<file path="src/rtl/vdc_pkg.sv">
// Constants and types shared by the radio discrete control logic
package vdc_pkg;
   // Register byte addresses
   localparam logic [7:0] CTRL_ADDR = 8'h00;
   localparam logic [7:0] FREQ_ADDR = 8'h04;
   localparam logic [7:0] STATUS_ADDR = 8'h08;
   localparam logic [7:0] SETUP_ADDR = 8'h0c;
   // Control register fields
   localparam int CTRL_NARROW_BIT = 0;
   localparam int CTRL_SIDETONE_BIT = 1;
   localparam int CTRL_SQUELCH_BIT = 2;
   localparam int CTRL_WARN_BIT = 3;
   localparam int CTRL_FAIL_BIT = 4;
   localparam logic [4:0] CTRL_RESET = 5'h04;
   // Status register fields
   localparam int ST_TX_BIT = 0;
   localparam int ST_STUCK_BIT = 1;
   localparam int ST_EMERGENCY_REQUEST_BIT = 2;
   localparam int ST_POWER_BIT = 3;
   localparam int ST_STATION_BIT = 4;
   localparam int ST_RS422_BIT = 5;
   localparam int ST_DESENSE_BIT = 6;
   localparam int ST_SETUP_BIT = 7;
   localparam int ST_PERMIT_BIT = 8;
   localparam int ST_OVERTEMP_BIT = 9;
   localparam int ST_VSWR_BIT = 10;
   localparam int ST_REJECT_BIT = 11;
   localparam int ST_STUCK_EV_BIT = 12;
   localparam logic [15:0] SETUP_RESET = 16'h0000;
   // Discrete input vector positions
   localparam int IN_POWER = 0;
   localparam int IN_PTT = 1;
   localparam int IN_STATION = 2;
   localparam int IN_PORT = 3;
   localparam int IN_DESENSE = 4;
   localparam int IN_SETUP = 5;
   localparam int IN_PERMIT = 6;
   localparam int IN_EMERGENCY_REQUEST = 7;
   localparam int IN_OVERTEMP = 8;
   localparam int IN_VSWR = 9;
   localparam int IN_AUDIO = 10;
   localparam int IN_COUNT = 11;
   // Idle levels: active-low pins rest high, monitor inputs rest low
   localparam logic [10:0] IN_IDLE = 11'h0ff;
   // Tuning, in kHz
   localparam logic [17:0] BAND_LOW_KHZ = 18'h1ccf0;
   localparam logic [17:0] BAND_HIGH_KHZ = 18'h2170f;
   localparam logic [17:0] BAND_EXT_KHZ = 18'h26147;
   localparam logic [17:0] EMERGENCY_REQUEST_KHZ = 18'h1da9c;
   localparam logic [17:0] FREQ_RESET = 18'h1ccf0;
   // Timing
   localparam longint unsigned CLK_HZ = 125000000;
   localparam longint unsigned STUCK_S = 30;
   localparam longint unsigned STUCK_CYC = STUCK_S * CLK_HZ;
   localparam longint unsigned DEB_US = 10;
   localparam longint unsigned DEB_CYC = DEB_US * CLK_HZ / 1000000;
   localparam logic [10:0] DEB_LAST = 11'(DEB_CYC - 1);

   typedef struct packed {
      logic narrow;
      logic [17:0] freq_khz;
   } vdc_tune_type;

   typedef struct packed {
      logic green;
      logic yellow;
      logic red;
   } vdc_led_type;
endpackage : vdc_pkg

</file>
<file path="src/rtl/vdc_top.sv">
// Discrete control and status logic of a remote VHF-AM transceiver
//
// Behaviour
// - Power request low powers unit up
// - Push-to-talk low starts transmit if permitted
// - Transmit ends after thirty seconds stuck key
// - Transmitting state readable by the controller
// - Station select low picks second identity
// - Port select low uses RS422, else ARINC
// - Desense low reduces receiver gain
// - Setup data accessible only with access low
// - Transmit permit high blocks all transmission
// - Emergency variant enters emergency on request
// - Emergency tunes 121.5 MHz, wide spacing
// - Emergency ignores tuning, keeps status
// - Wide and narrow channel spacing supported
// - Tuning accepted only inside band limits
// - Green operable, yellow warning, red failure
// - Fault output active when yellow or red
// - Monitor temperature and VSWR, overheat holds transmitter off
// - Audio indicator inactive in transmit or muted
// - Audio indicator active when audio passes
// - Sidetone routed while transmitting if enabled
//
// The address map and strobed register access are this design's own decisions.
`timescale 1ns/1ps
`default_nettype none
module vdc_top #(
   parameter logic [31:0] STUCK_CYCLES = 32'(vdc_pkg::STUCK_CYC),
   parameter bit EMERGENCY_REQUEST_VARIANT = 1'b1,
   parameter bit EXT_BAND = 1'b0
) (
   input wire logic REF_CLK_I,
   input wire logic RST_B_I,
   input wire logic PWR_REQ_B_I,
   input wire logic PUSH_TO_TALK_B_I,
   input wire logic STATION_SELECT_B_I,
   input wire logic SERIAL_PORT_SELECT_B_I,
   input wire logic RECEIVER_DESENSE_B_I,
   input wire logic SETUP_ACCESS_ENABLE_B_I,
   input wire logic TX_PERMIT_B_I,
   input wire logic EMERGENCY_REQUEST_B_I,
   input wire logic OVERTEMP_I,
   input wire logic VSWR_HIGH_I,
   input wire logic RX_AUDIO_I,
   input wire logic [7:0] ADDR_I,
   input wire logic [31:0] WDATA_I,
   input wire logic WR_I,
   input wire logic RD_I,
   output logic [31:0] RDATA_O,
   output logic POWER_EN_O,
   output logic TX_KEY_O,
   output logic SIDETONE_O,
   output logic RX_DESENSE_O,
   output logic STATION_SECOND_O,
   output logic USE_RS422_O,
   output vdc_pkg::vdc_tune_type TUNE_O,
   output vdc_pkg::vdc_led_type LED_O,
   output logic FAULT_O,
   output logic FAULT_OE_O,
   output logic AUDIO_PRESENT_O,
   output logic AUDIO_PRESENT_OE_O
);
   logic [10:0] pins;
   logic [10:0] sync1_q;
   logic [10:0] sync2_q;
   logic [10:0] deb_q;
   logic pwr;
   logic ptt;
   logic permit;
   logic setup_en;
   logic emergency_request_act;
   logic overtemp;
   logic vswr;
   logic [31:0] stuck_cnt_q;
   logic stuck_q;
   logic stuck_hit;
   logic tx_d;
   logic tx_q;
   logic emergency_request_q;
   logic [4:0] ctrl_q;
   logic [15:0] setup_q;
   logic reject_q;
   logic stuck_ev_q;
   logic wr_freq;
   logic freq_ok;
   logic [17:0] band_high;
   logic [31:0] status;
   logic [31:0] rd_d;
   logic yellow_d;
   logic red_d;
   logic audio_d;
   vdc_pkg::vdc_tune_type tune_q;

   assign pins = {RX_AUDIO_I, VSWR_HIGH_I, OVERTEMP_I,
                  EMERGENCY_REQUEST_B_I, TX_PERMIT_B_I,
                  SETUP_ACCESS_ENABLE_B_I, RECEIVER_DESENSE_B_I,
                  SERIAL_PORT_SELECT_B_I, STATION_SELECT_B_I,
                  PUSH_TO_TALK_B_I, PWR_REQ_B_I};

   // Two-flop synchroniser, then a hold-time filter per pin
   always_ff @(posedge REF_CLK_I or negedge RST_B_I) begin
      if (!RST_B_I) begin
         sync1_q <= vdc_pkg::IN_IDLE;
         sync2_q <= vdc_pkg::IN_IDLE;
      end else begin
         sync1_q <= pins;
         sync2_q <= sync1_q;
      end
   end

   genvar gi;
   generate
      for (gi = 0; gi < vdc_pkg::IN_COUNT; gi++) begin : g_deb
         logic [10:0] cnt_q;
         // Relay-driven lines bounce; accept a level only once it holds
         always_ff @(posedge REF_CLK_I or negedge RST_B_I) begin
            if (!RST_B_I) begin
               cnt_q <= 11'h000;
               deb_q[gi] <= vdc_pkg::IN_IDLE[gi];
            end else if (sync2_q[gi] == deb_q[gi]) begin
               cnt_q <= 11'h000;
            end else if (cnt_q == vdc_pkg::DEB_LAST) begin
               cnt_q <= 11'h000;
               deb_q[gi] <= sync2_q[gi];
            end else begin
               cnt_q <= cnt_q + 11'h001;
            end
         end
      end
   endgenerate

   assign pwr = !deb_q[vdc_pkg::IN_POWER];
   assign ptt = !deb_q[vdc_pkg::IN_PTT];
   assign permit = !deb_q[vdc_pkg::IN_PERMIT];
   assign setup_en = !deb_q[vdc_pkg::IN_SETUP];
   assign emergency_request_act = EMERGENCY_REQUEST_VARIANT && pwr &&
                      !deb_q[vdc_pkg::IN_EMERGENCY_REQUEST];
   assign overtemp = deb_q[vdc_pkg::IN_OVERTEMP];
   assign vswr = deb_q[vdc_pkg::IN_VSWR];

   // Stuck-key timer runs only while the key is held and keyed
   assign stuck_hit = tx_q && (stuck_cnt_q == STUCK_CYCLES - 32'd1);

   always_ff @(posedge REF_CLK_I or negedge RST_B_I) begin
      if (!RST_B_I) begin
         stuck_cnt_q <= 32'h0000_0000;
      end else if (tx_q && !stuck_hit) begin
         stuck_cnt_q <= stuck_cnt_q + 32'd1;
      end else begin
         stuck_cnt_q <= 32'h0000_0000;
      end
   end

   always_ff @(posedge REF_CLK_I or negedge RST_B_I) begin
      if (!RST_B_I) begin
         stuck_q <= 1'b0;
      end else if (stuck_hit) begin
         stuck_q <= 1'b1;
      end else if (!ptt) begin
         stuck_q <= 1'b0;
      end
   end

   // Overheat holds the transmitter off as well
   assign tx_d = pwr && ptt && permit && !stuck_q && !stuck_hit &&
                 !overtemp;

   always_ff @(posedge REF_CLK_I or negedge RST_B_I) begin
      if (!RST_B_I) begin
         tx_q <= 1'b0;
      end else begin
         tx_q <= tx_d;
      end
   end

   // Register writes
   assign band_high = EXT_BAND ? vdc_pkg::BAND_EXT_KHZ
                               : vdc_pkg::BAND_HIGH_KHZ;
   assign freq_ok = (WDATA_I[17:0] >= vdc_pkg::BAND_LOW_KHZ) &&
                    (WDATA_I[17:0] <= band_high);
   assign wr_freq = WR_I && (ADDR_I == vdc_pkg::FREQ_ADDR);

   always_ff @(posedge REF_CLK_I or negedge RST_B_I) begin
      if (!RST_B_I) begin
         ctrl_q <= vdc_pkg::CTRL_RESET;
      end else if (WR_I && ADDR_I == vdc_pkg::CTRL_ADDR) begin
         ctrl_q <= WDATA_I[4:0];
      end
   end

   always_ff @(posedge REF_CLK_I or negedge RST_B_I) begin
      if (!RST_B_I) begin
         emergency_request_q <= 1'b0;
      end else begin
         emergency_request_q <= emergency_request_act;
      end
   end

   // Emergency overrides both tuning and the spacing setting
   always_ff @(posedge REF_CLK_I or negedge RST_B_I) begin
      if (!RST_B_I) begin
         tune_q.narrow <= 1'b0;
         tune_q.freq_khz <= vdc_pkg::FREQ_RESET;
      end else if (emergency_request_act) begin
         tune_q.narrow <= 1'b0;
         tune_q.freq_khz <= vdc_pkg::EMERGENCY_REQUEST_KHZ;
      end else if (wr_freq && freq_ok) begin
         tune_q.freq_khz <= WDATA_I[17:0];
         tune_q.narrow <= ctrl_q[vdc_pkg::CTRL_NARROW_BIT];
      end
   end

   // Out-of-band or emergency-blocked tuning is flagged; set wins
   always_ff @(posedge REF_CLK_I or negedge RST_B_I) begin
      if (!RST_B_I) begin
         reject_q <= 1'b0;
      end else if (wr_freq && (!freq_ok || emergency_request_act)) begin
         reject_q <= 1'b1;
      end else if (WR_I && ADDR_I == vdc_pkg::STATUS_ADDR &&
                   WDATA_I[vdc_pkg::ST_REJECT_BIT]) begin
         reject_q <= 1'b0;
      end
   end

   always_ff @(posedge REF_CLK_I or negedge RST_B_I) begin
      if (!RST_B_I) begin
         stuck_ev_q <= 1'b0;
      end else if (stuck_hit) begin
         stuck_ev_q <= 1'b1;
      end else if (WR_I && ADDR_I == vdc_pkg::STATUS_ADDR &&
                   WDATA_I[vdc_pkg::ST_STUCK_EV_BIT]) begin
         stuck_ev_q <= 1'b0;
      end
   end

   always_ff @(posedge REF_CLK_I or negedge RST_B_I) begin
      if (!RST_B_I) begin
         setup_q <= vdc_pkg::SETUP_RESET;
      end else if (WR_I && ADDR_I == vdc_pkg::SETUP_ADDR && setup_en) begin
         setup_q <= WDATA_I[15:0];
      end
   end

   // Register reads, data valid in the following cycle only
   always_comb begin
      status = 32'h0000_0000;
      status[vdc_pkg::ST_TX_BIT] = tx_q;
      status[vdc_pkg::ST_STUCK_BIT] = stuck_q;
      status[vdc_pkg::ST_EMERGENCY_REQUEST_BIT] = emergency_request_q;
      status[vdc_pkg::ST_POWER_BIT] = pwr;
      status[vdc_pkg::ST_STATION_BIT] = !deb_q[vdc_pkg::IN_STATION];
      status[vdc_pkg::ST_RS422_BIT] = !deb_q[vdc_pkg::IN_PORT];
      status[vdc_pkg::ST_DESENSE_BIT] = !deb_q[vdc_pkg::IN_DESENSE];
      status[vdc_pkg::ST_SETUP_BIT] = setup_en;
      status[vdc_pkg::ST_PERMIT_BIT] = permit;
      status[vdc_pkg::ST_OVERTEMP_BIT] = overtemp;
      status[vdc_pkg::ST_VSWR_BIT] = vswr;
      status[vdc_pkg::ST_REJECT_BIT] = reject_q;
      status[vdc_pkg::ST_STUCK_EV_BIT] = stuck_ev_q;
   end

   always_comb begin
      rd_d = 32'h0000_0000;
      if (RD_I) begin
         unique case (ADDR_I)
            vdc_pkg::CTRL_ADDR: rd_d = {27'h0, ctrl_q};
            vdc_pkg::FREQ_ADDR: rd_d = {13'h0, tune_q};
            vdc_pkg::STATUS_ADDR: rd_d = status;
            vdc_pkg::SETUP_ADDR: rd_d = setup_en ? {16'h0, setup_q}
                                                 : 32'h0;
            default: rd_d = 32'h0000_0000;
         endcase
      end
   end

   always_ff @(posedge REF_CLK_I or negedge RST_B_I) begin
      if (!RST_B_I) begin
         RDATA_O <= 32'h0000_0000;
      end else begin
         RDATA_O <= rd_d;
      end
   end

   // Indicators; VSWR is a warning, heat or failed test a failure
   assign yellow_d = pwr && (ctrl_q[vdc_pkg::CTRL_WARN_BIT] || vswr);
   assign red_d = pwr && (ctrl_q[vdc_pkg::CTRL_FAIL_BIT] || overtemp);
   // Audio reaches the line only in receive with squelch open
   assign audio_d = pwr && !tx_d &&
                    (!ctrl_q[vdc_pkg::CTRL_SQUELCH_BIT] ||
                     deb_q[vdc_pkg::IN_AUDIO]);

   always_ff @(posedge REF_CLK_I or negedge RST_B_I) begin
      if (!RST_B_I) begin
         POWER_EN_O <= 1'b0;
         TX_KEY_O <= 1'b0;
         SIDETONE_O <= 1'b0;
         RX_DESENSE_O <= 1'b0;
         STATION_SECOND_O <= 1'b0;
         USE_RS422_O <= 1'b0;
         TUNE_O <= '0;
         LED_O <= '0;
         FAULT_O <= 1'b0;
         FAULT_OE_O <= 1'b0;
         AUDIO_PRESENT_O <= 1'b0;
         AUDIO_PRESENT_OE_O <= 1'b0;
      end else begin
         POWER_EN_O <= pwr;
         TX_KEY_O <= tx_d;
         SIDETONE_O <= tx_d && ctrl_q[vdc_pkg::CTRL_SIDETONE_BIT];
         RX_DESENSE_O <= pwr && !deb_q[vdc_pkg::IN_DESENSE];
         STATION_SECOND_O <= !deb_q[vdc_pkg::IN_STATION];
         USE_RS422_O <= !deb_q[vdc_pkg::IN_PORT];
         TUNE_O <= tune_q;
         LED_O.green <= pwr && !yellow_d && !red_d;
         LED_O.yellow <= yellow_d;
         LED_O.red <= red_d;
         FAULT_O <= 1'b0;
         FAULT_OE_O <= yellow_d || red_d;
         AUDIO_PRESENT_O <= 1'b0;
         AUDIO_PRESENT_OE_O <= audio_d;
      end
   end
endmodule : vdc_top
`default_nettype wire

</file>
<file path="config.mk">
export PLATFORM = sky130hd
export DESIGN_NAME = vdc_top
export DESIGN_NICKNAME = d
export VERILOG_FILES = /design/src/rtl/vdc_pkg.sv /design/src/rtl/vdc_top.sv
export SDC_FILE = /design/constraint.sdc
export NUM_CORES = 1
export LEC_CHECK = 0
export ABC_CLOCK_PERIOD_IN_PS = 6000
export BUFFER_PORTS_ARGS = -buffer_cell sky130_fd_sc_hd__buf_2
export CAP_MARGIN = 10
export CORE_MARGIN = 2
export CORE_UTILIZATION = 35
export CTS_CLUSTER_SIZE = 20
export DETAILED_ROUTE_END_ITERATION = 8
export PLACE_DENSITY_LB_ADDON = 0.3
export SYNTH_ARGS = -nofsm -noshare
export SYNTH_HDL_FRONTEND = slang
export SYNTH_SLANG_ARGS = --single-unit
</file>
<file path="constraint.sdc">
create_clock -name REF_CLK_I -period 6 [get_ports REF_CLK_I]
set_clock_uncertainty 0.2 [all_clocks]
set_input_delay 0.3 -clock REF_CLK_I [delete_from_list [all_inputs] [get_ports REF_CLK_I]]
set_output_delay 0.3 -clock REF_CLK_I [all_outputs]
set_load 0.005 [all_outputs]
</file>
==> results of run 1 <==
## Yosys cell counts, types with 23 or more instances
cell	n	area, sq um
dfstp_2	34	893.4
nand3_1	66	330.3
clkbuf_1	23	86.33
nand4_1	24	150.1
ha_1	23	287.8
xnor2_1	45	394.1
nor3_1	24	120.1
mux2_2	32	360.4
nor2_1	213	799.5
xor2_1	88	770.7
nand2_1	101	379.1
inv_1	28	105.1
dfrtp_1	245	6131
and3_1	28	175.2
## kinds of logic (layout without fill, tap and decap cells)
group	count (synthesis)	after routing
buf+inv	74	207
other cells	1	15
fa+ha+maj	23	23
mux	53	53
flops	279	279
xor+xnor	133	133
simple gates	510	510
compound gates	43	43
## registers in the layout, indices dropped and copies added (netlist names), 3 cells and up
register	flops
g_deb.cnt_q	121
stuck_cnt_q	32
RDATA_O	19
TUNE_O	19
tune_q	19
setup_q	16
sync1_q	11
sync2_q	11
deb_q	9
ctrl_q	5
LED_O	3
## stage by stage
stage	cells	setup WS (ns)	total power, mW	cell area (sq um)	util [%]
CTS	1717	3.256	4.257	14410	42.02
floorplan	1130	3.971	2.054	12160	-
global placement	1630	3.102	2.128	12950	37.77
detailed placement	1630	3.191	2.131	12950	37.77
finish	1718	3.306	4.199	14410	42.03
global route	1718	3.058	4.361	14410	42.03
## path summary, 6_finish.rpt
path	start	to	slack, ns	depth (start not counted)
min in group asynchronous	RST_B_I	g_deb[2].cnt_q[6]	0.21	2
worst max-delay path	stuck_cnt_q[29]	stuck_cnt_q[22]	3.31	5
worst max register to register	stuck_cnt_q[29]	stuck_cnt_q[22]	3.31	5
max in group asynchronous	RST_B_I	setup_q[1]	4.00	3
worst min-delay path	ADDR_I[3]	RDATA_O[7]	0.03	3
worst min register to register	sync1_q[0]	sync2_q[0]	0.15	0
## metal layers
metal	GRT usage [%]	share of wire (%)
met5	0	0.044
met1	19.47	47
met3	2.195	4.0
met2	22.92	47
met4	3.250	2.0
## what timing repair did
item | in CTS | in global routing
gates resized for setup | 0 | 0
endpoints found under the hold margin | 164 | 0
hold buffers | 31 | 0
## power breakdown
group	leakage [nW]	switching (mW)	internal [mW]
logic	2.43	0.0951	0.0600
registers	3.61	0.0309	1.92
clock network	0.570	0.752	1.34
total	6.61	0.878	3.32
## critical path, cell delays in order (launching register included)
cell and delay (ns):
dfrtp_1 0.43, nor4b_1 0.40, nand4_1 0.20, nor4_4 0.47, a21o_1 0.73, nor2_1 0.12
## placed cells by master (no fill, tap or decap), types with 6 or more instances in the layout
cell type      count
a21oi_1            7
and2_1            12
and3_1            28
and4_1             6
buf_2             88
bufinv_16          7
clkbuf_16         31
clkbuf_8           8
clkinv_2           6
conb_1            15
dfrtp_1          245
dfstp_2           34
dlygate4sd3_1     31
ha_1              23
inv_1             28
mux2_2            32
mux2i_1           21
nand2_1          101
nand3_1           66
nand4_1           24
nor2_1           213
nor3_1            24
nor4_1             8
o211ai_1           7
xnor2_1           45
xor2_1            88
## area by class of cell
cell class,instances,area [sq um]
clock buffers,42,897.1
multi-input cells,777,4768
clock inverters,14,249.0
inverters,28,105.1
repair buffers,123,798.3
fillers,3239,19880
well taps,455,569.3
flip-flops and latches,279,7024
==> impl_results.md, run 1 <==
* RSZ-0062 raised after global routing: false
* Critical path fanouts, max at 23
* Ys flop type: dfrtp_1
* Initial antenna violation count at 1
* P&R area growth vs syn at 19.06%
* Crit end category: register
* Setup Buffers After CTS at 0
* Share of layout cells above drive strength 1 at 17.18%
* Final-report hold violation count at 0
* Hpwl dp at 16,650 microns
* Final ANT Viol Nets at 0
* Die Y-Extent at 190.0 microns
* Synth Area in Compound Gates at 2.750%
* Ant. Diodes at 0
* Final period demand of the worst path at 2.694 ns
* Slew margin rel. at 34.71%
* Synth Area in Adders at 2.378%
* 1st-iter DRT viols at 429
* Die area at 0.03609 sq mm
* Ys async rst share at 100.0%
* Core Rows at 68
* Hold_ws at 0.02850 ns
* Drt pass-1 iters at 5
* Inserted Clock Buffers at 30
* Simple-gate share of the synthesized area at 19.46%
* Effective utilization at floorplan at 35.30%
* PortBufs at 89
* Residual DRC at 0
* Sequential-to-total area share from yosys stat at 58.03%
* Clock-pin slew of the registers on the worst-case setup and hold paths at 0.06 ns
* Max IR drop VDD at 201.4 uV
* Vias in the first global route at 8,002
* Later-pin clock latency in the skew report at 0.55 ns
* Number of synthesized register bits at 279
* Mux contribution to synthesized area at 4.714%
* Worst Tran Pin Value at 0.9794 ns
* Post-Syn Area at 0.01210 sq mm
* Die boundary width at 190.0 microns
* Final nets at 1,317
* Fin crit share at 44.89%
* Final setup viols at 0
* Largest net degree at the start of global routing at 155
* EDFF count, synth at 0
* Outcome: complete, no violations
* Req. time, crit path at 6.20 ns
* H-tree levels at 1
* Clk sinks at 279
* Synth Area in XOR/XNOR at 9.624%
* Global placer's final weighted congestion at 0.7842
* Core Box Area at 0.03429 sq mm
* Longest Clk Path Bufs at 3
* Kind of critical path: register to register
* Ys Warns at 0
* First-pass GRT wire length at 41,200 microns
* Slew Viols, Final at 0
* Vias at 8,032
* Total Wirelength at 24,990 microns
* Crit path launch type: register
* GRT Resource Usage Total at 13.97%
* Lkg Pwr at 6.608 nW
* Critical path arrival at 2.89 ns
* Vias per cell at 4.675
* Root Buffer: clkbuf_16
* Yosys cell types at 50
* CTS tree: done
* Main combinational cell family by area after synthesis: simple AND/OR/NAND/NOR gates
* Num ports at 119
* Gate Count Post-Synth at 1,116
* Grt total ovfl at 0
* Hold WC Path Type: primary input to register
* Max Cap Viol at 0
* Pwr/cell area at 291.4 mW/mm^2
* Average size of a mapped cell at 10.85 sq um
* Setup TNS at 0 ns
* Detailed-route wire length per cell at 14.55 microns
* Fmax achieved at 371.2 MHz
Note: power is estimated with default switching activity, not from simulation.
==> run 2: changes to the inputs <==
ABC_AREA = 1   (was default)
ABC_CLOCK_PERIOD_IN_PS = 2400   (was 6000)
clock period = 2.4 ns   (was 6 ns; I/O delays follow)
==> run 2 against run 1 <==
Net effect:
- area after synthesis grew 4.5%
- design area grew 5.5%
- core utilization grew 0.70 points
- critical path depth grew 5
- wire length grew 14%
- combinational power grew to 3.0 times the previous value
- synthesized cell count grew 31%
- count of clock-buffer cells in the layout grew 10
- sequential share of layout area shrank 2.5 points
- cell count grew 23%
==> impl_results.md, run 2 <==
* Outcome: complete, no violations
* Vias at 9,905 (+23%)
* Inserted Clock Buffers at 31 (+3.3%)
* Number of synthesized register bits at 279 (unchanged)
* Fin crit share at 94.30%
* Num ports at 119 (unchanged)
* Critical path cell sequence: dlygate4sd3_1 -> buf_2 -> inv_1 -> nand2_1 -> nor3_4 -> dlygate4sd3_1 -> nand3_1 -> clkinv_1 -> nand2_1 -> nand3_1
* Longest Clk Path Bufs at 3 (unchanged)
* Critical path arrival at 2.56 ns (-0.33 ns)
* Die area at 0.03769 sq mm (+4.4%)
* 1st-iter DRT viols at 601 (+40%)
* Combinational share of power at 4.7% (+1.0 points)
* Ys Warns at 0 (unchanged)
* Area leader, netlist: dfrtp_1
* Largest net degree at the start of global routing at 65 (-58%)
* Max IR drop VDD at 515.8 uV (+160%)
* Worst path slowest cell: dlygate4sd3_1
* Die Y-Extent at 194.1 microns (+2.2%)
* Max reg flops at 121 (unchanged)
* Root Buffer: clkbuf_16
* Internal Dissipation at 7.632 mW (+130%)
* Ys async rst share at 100.0% (unchanged)
* Max Cap Viol at 0 (unchanged)
* Total power at 9.856 mW (+130%)
* Ys flop type: dfrtp_1
* Final period demand of the worst path at 2.263 ns
* Final core utilization at 42.73% (+0.70 points)
* Worst Tran Pin Value at 0.5327 ns (-0.4467 ns)
* Crit path largest cell delay at 0.74 ns (about the same)
* Hold WC Path Type: primary input to register
* Post-CTS resize count at 0 (unchanged)
* Sequential Power Share at 49.5% (+3.0 points)
* Setup TNS at 0 ns (unchanged)
* Average size of a mapped cell at 8.674 sq um (-20%)
* Yosys cell types at 40 (-20%)
* Final ANT Viol Nets at 0 (unchanged)
* Synth area leaders: dfrtp_1, nand2_1, nor2_1
* Final nets at 1,706 (+30%)
* Later-pin clock latency in the skew report at 0.57 ns (+0.02 ns)
* Commonest non-fill, non-tap cell in the layout: nand2_1
* Fmax achieved at 441.8 MHz
* Die boundary width at 194.1 microns (+2.2%)
* Ant. Diodes at 0 (unchanged)
* PortBufs at 89 (unchanged)
* Residual DRC at 0 (unchanged)
* EDFF count, synth at 0 (unchanged)
* Effective utilization at floorplan at 35.58% (+0.28 points)
* H-tree levels at 1 (unchanged)
* Slew Viols, Final at 0 (unchanged)
* Clk pwr share at 45.8% (-4.0 points)
* Core Box Area at 0.03557 sq mm (+3.7%)
* Sequential-to-total area share from yosys stat at 55.51% (-2.5 points)
* Gate Count Post-Synth at 1,459 (+31%)
* Grt total ovfl at 0 (unchanged)
* Vias per cell at 4.685 (+0.22%)
* Final setup viols at 0 (unchanged)
* Clock-pin slew of the registers on the worst-case setup and hold paths at 0.06 ns (about the same)
* Crit path launch type: primary input
* Lkg Pwr at 7.076 nW (+7.1%)
* Hold_ws at 0.02461 ns (-0.003893 ns)
* Largest register by flop count: g_deb.cnt_q
* Total Wirelength at 28,470 microns (+14%)
* Drt pass-1 iters at 5 (unchanged)
* CTS tree: done
* Clk sinks at 279 (unchanged)
* Kind of critical path: primary input to register
* Crit end category: register
* Final-report hold violation count at 0 (unchanged)
* Sw Share at 22.56% (+1.7 points)
* Post-synth top area share at 48.45% (-2.2 points)
* First-pass GRT wire length at 47,710 microns (+16%)
* Share of layout cells above drive strength 1 at 11.98% (-5.2 points)
* Req. time, crit path at 2.70 ns (-3.50 ns)
* Vias in the first global route at 9,485 (+19%)
* Switching pwr at 2.223 mW (+150%)
* Largest regs: g_deb.cnt_q x121, stuck_cnt_q x32
* Slew margin rel. at 64.49% (+30 points)
* Post-Syn Area at 0.01265 sq mm (+4.5%)
* Count leader, synth: nand2_1
* Global placer's final weighted congestion at 0.9205 (+17%)
* Critical path fanouts, max at 9 (-61%)
* Top post-synthesis cells by count: nand2_1, dfrtp_1, nor2_1
* Detailed-route wire length per cell at 13.47 microns (-7.4%)
* Core Rows at 69 (+1.5%)
* Hpwl dp at 20,750 microns (+25%)
* Pwr/cell area at 648.5 mW/mm^2 (+120%)
* Initial antenna violation count at 1 (unchanged)
* P&R area growth vs syn at 20.09%
* RSZ-0062 raised after global routing: false
* Most frequent cells in the layout: nand2_1, dfrtp_1, nor2_1, inv_1, nand3_1
* GRT Resource Usage Total at 15.24% (+1.3 points)
==> run 2: cell types whose count changed in the layout (fill, tap and decap cells not counted), sizes merged, moves of 37 or more <==
cell and change:
inv +145, nand2 +199, nand3 +37, nor3 +47, o21ai +48, xor2 -45
==> run 2: power groups by stage <==
| stage | clock [mW] | combinational (mW) | sequential (mW) |
|---|---|---|---|
| 2_1_floorplan | 0 | 0.208 | 4.94 |
| 3_3_place_gp | 0 | 0.409 | 4.96 |
| 3_5_place_dp | 0 | 0.415 | 4.96 |
| 4_1_cts | 4.67 | 0.476 | 4.88 |
| 5_1_grt | 4.88 | 0.540 | 4.89 |
| 6_report | 4.51 | 0.465 | 4.88 |
==> run 2: critical path, delay by kind of cell <==
kind,cells,cell delay [ns]
AND/OR/NAND/NOR,5,0.77
buffers and inverters,5,1.66
==> run 2: through the flow <==
step / cell area, sq um / std cells / setup WS, ns
CTS: 15200 / 2114 / 0.1920
floorplan: 12710 / 1473 / 0.6061
global route: 15200 / 2114 / 0.01235
global placement: 13700 / 2005 / 0.3289
detailed placement: 13700 / 2005 / 0.2994
finish: 15200 / 2114 / 0.1367
==> run 2: routing by layer <==
metal / up-vias / part of all wire (%) / GRT usage, %
met3: 47 / 4.9 / 2.661
met1: 4675 / 47 / 21.20
li1: 4968 / - / -
met2: 213 / 46 / 24.58
met4: 2 / 2.4 / 4.097
met5: - / 0.039 / 0
==> run 2: cell families after synthesis <==
family,count (synthesis),share of synthesized area [%]
AOI/OAI and AO/OA,107,4.509
xor gates and xnor gates,64,4.430
adders and majority gates,23,2.274
buffers and inverters,206,6.763
DFF,279,55.51
muxes,2,0.1780
other,1,0.02963
and+or+nand+nor,777,26.31
==> run 2: worst paths after layout <==
check                                  startpoint           to  slack, ns  cells past startpoint
setup / recovery                        ADDR_I[0]   RDATA_O[9]       0.14                     10
hold / removal             SERIAL_PORT_SELECT_B_I   sync1_q[3]       0.02                      2
setup reg to reg                         deb_q[5]   RDATA_O[6]       0.22                     11
hold reg to reg                       sync1_q[10]  sync2_q[10]       0.15                      0
max in group asynchronous                 RST_B_I   tune_q[11]       0.78                      4
min in group asynchronous                 RST_B_I    TUNE_O[6]       0.44                      3
==> run 2: cell type report <==
cell class,count,area [sq um]
clock buffers,52,934.6
repair buffers,153,1126
well taps,461,576.8
flip-flops and latches,279,7024
multi-input cells,988,4827
fillers,3480,20370
clock inverters,6,51.30
inverters,175,656.9
==> run 2: repair_timing <==
action,4_1_cts,5_1_grt
endpoints found under the hold margin,324,0
endpoints found under the setup margin,0,0
hold buffers,51,0
setup buffers,0,0
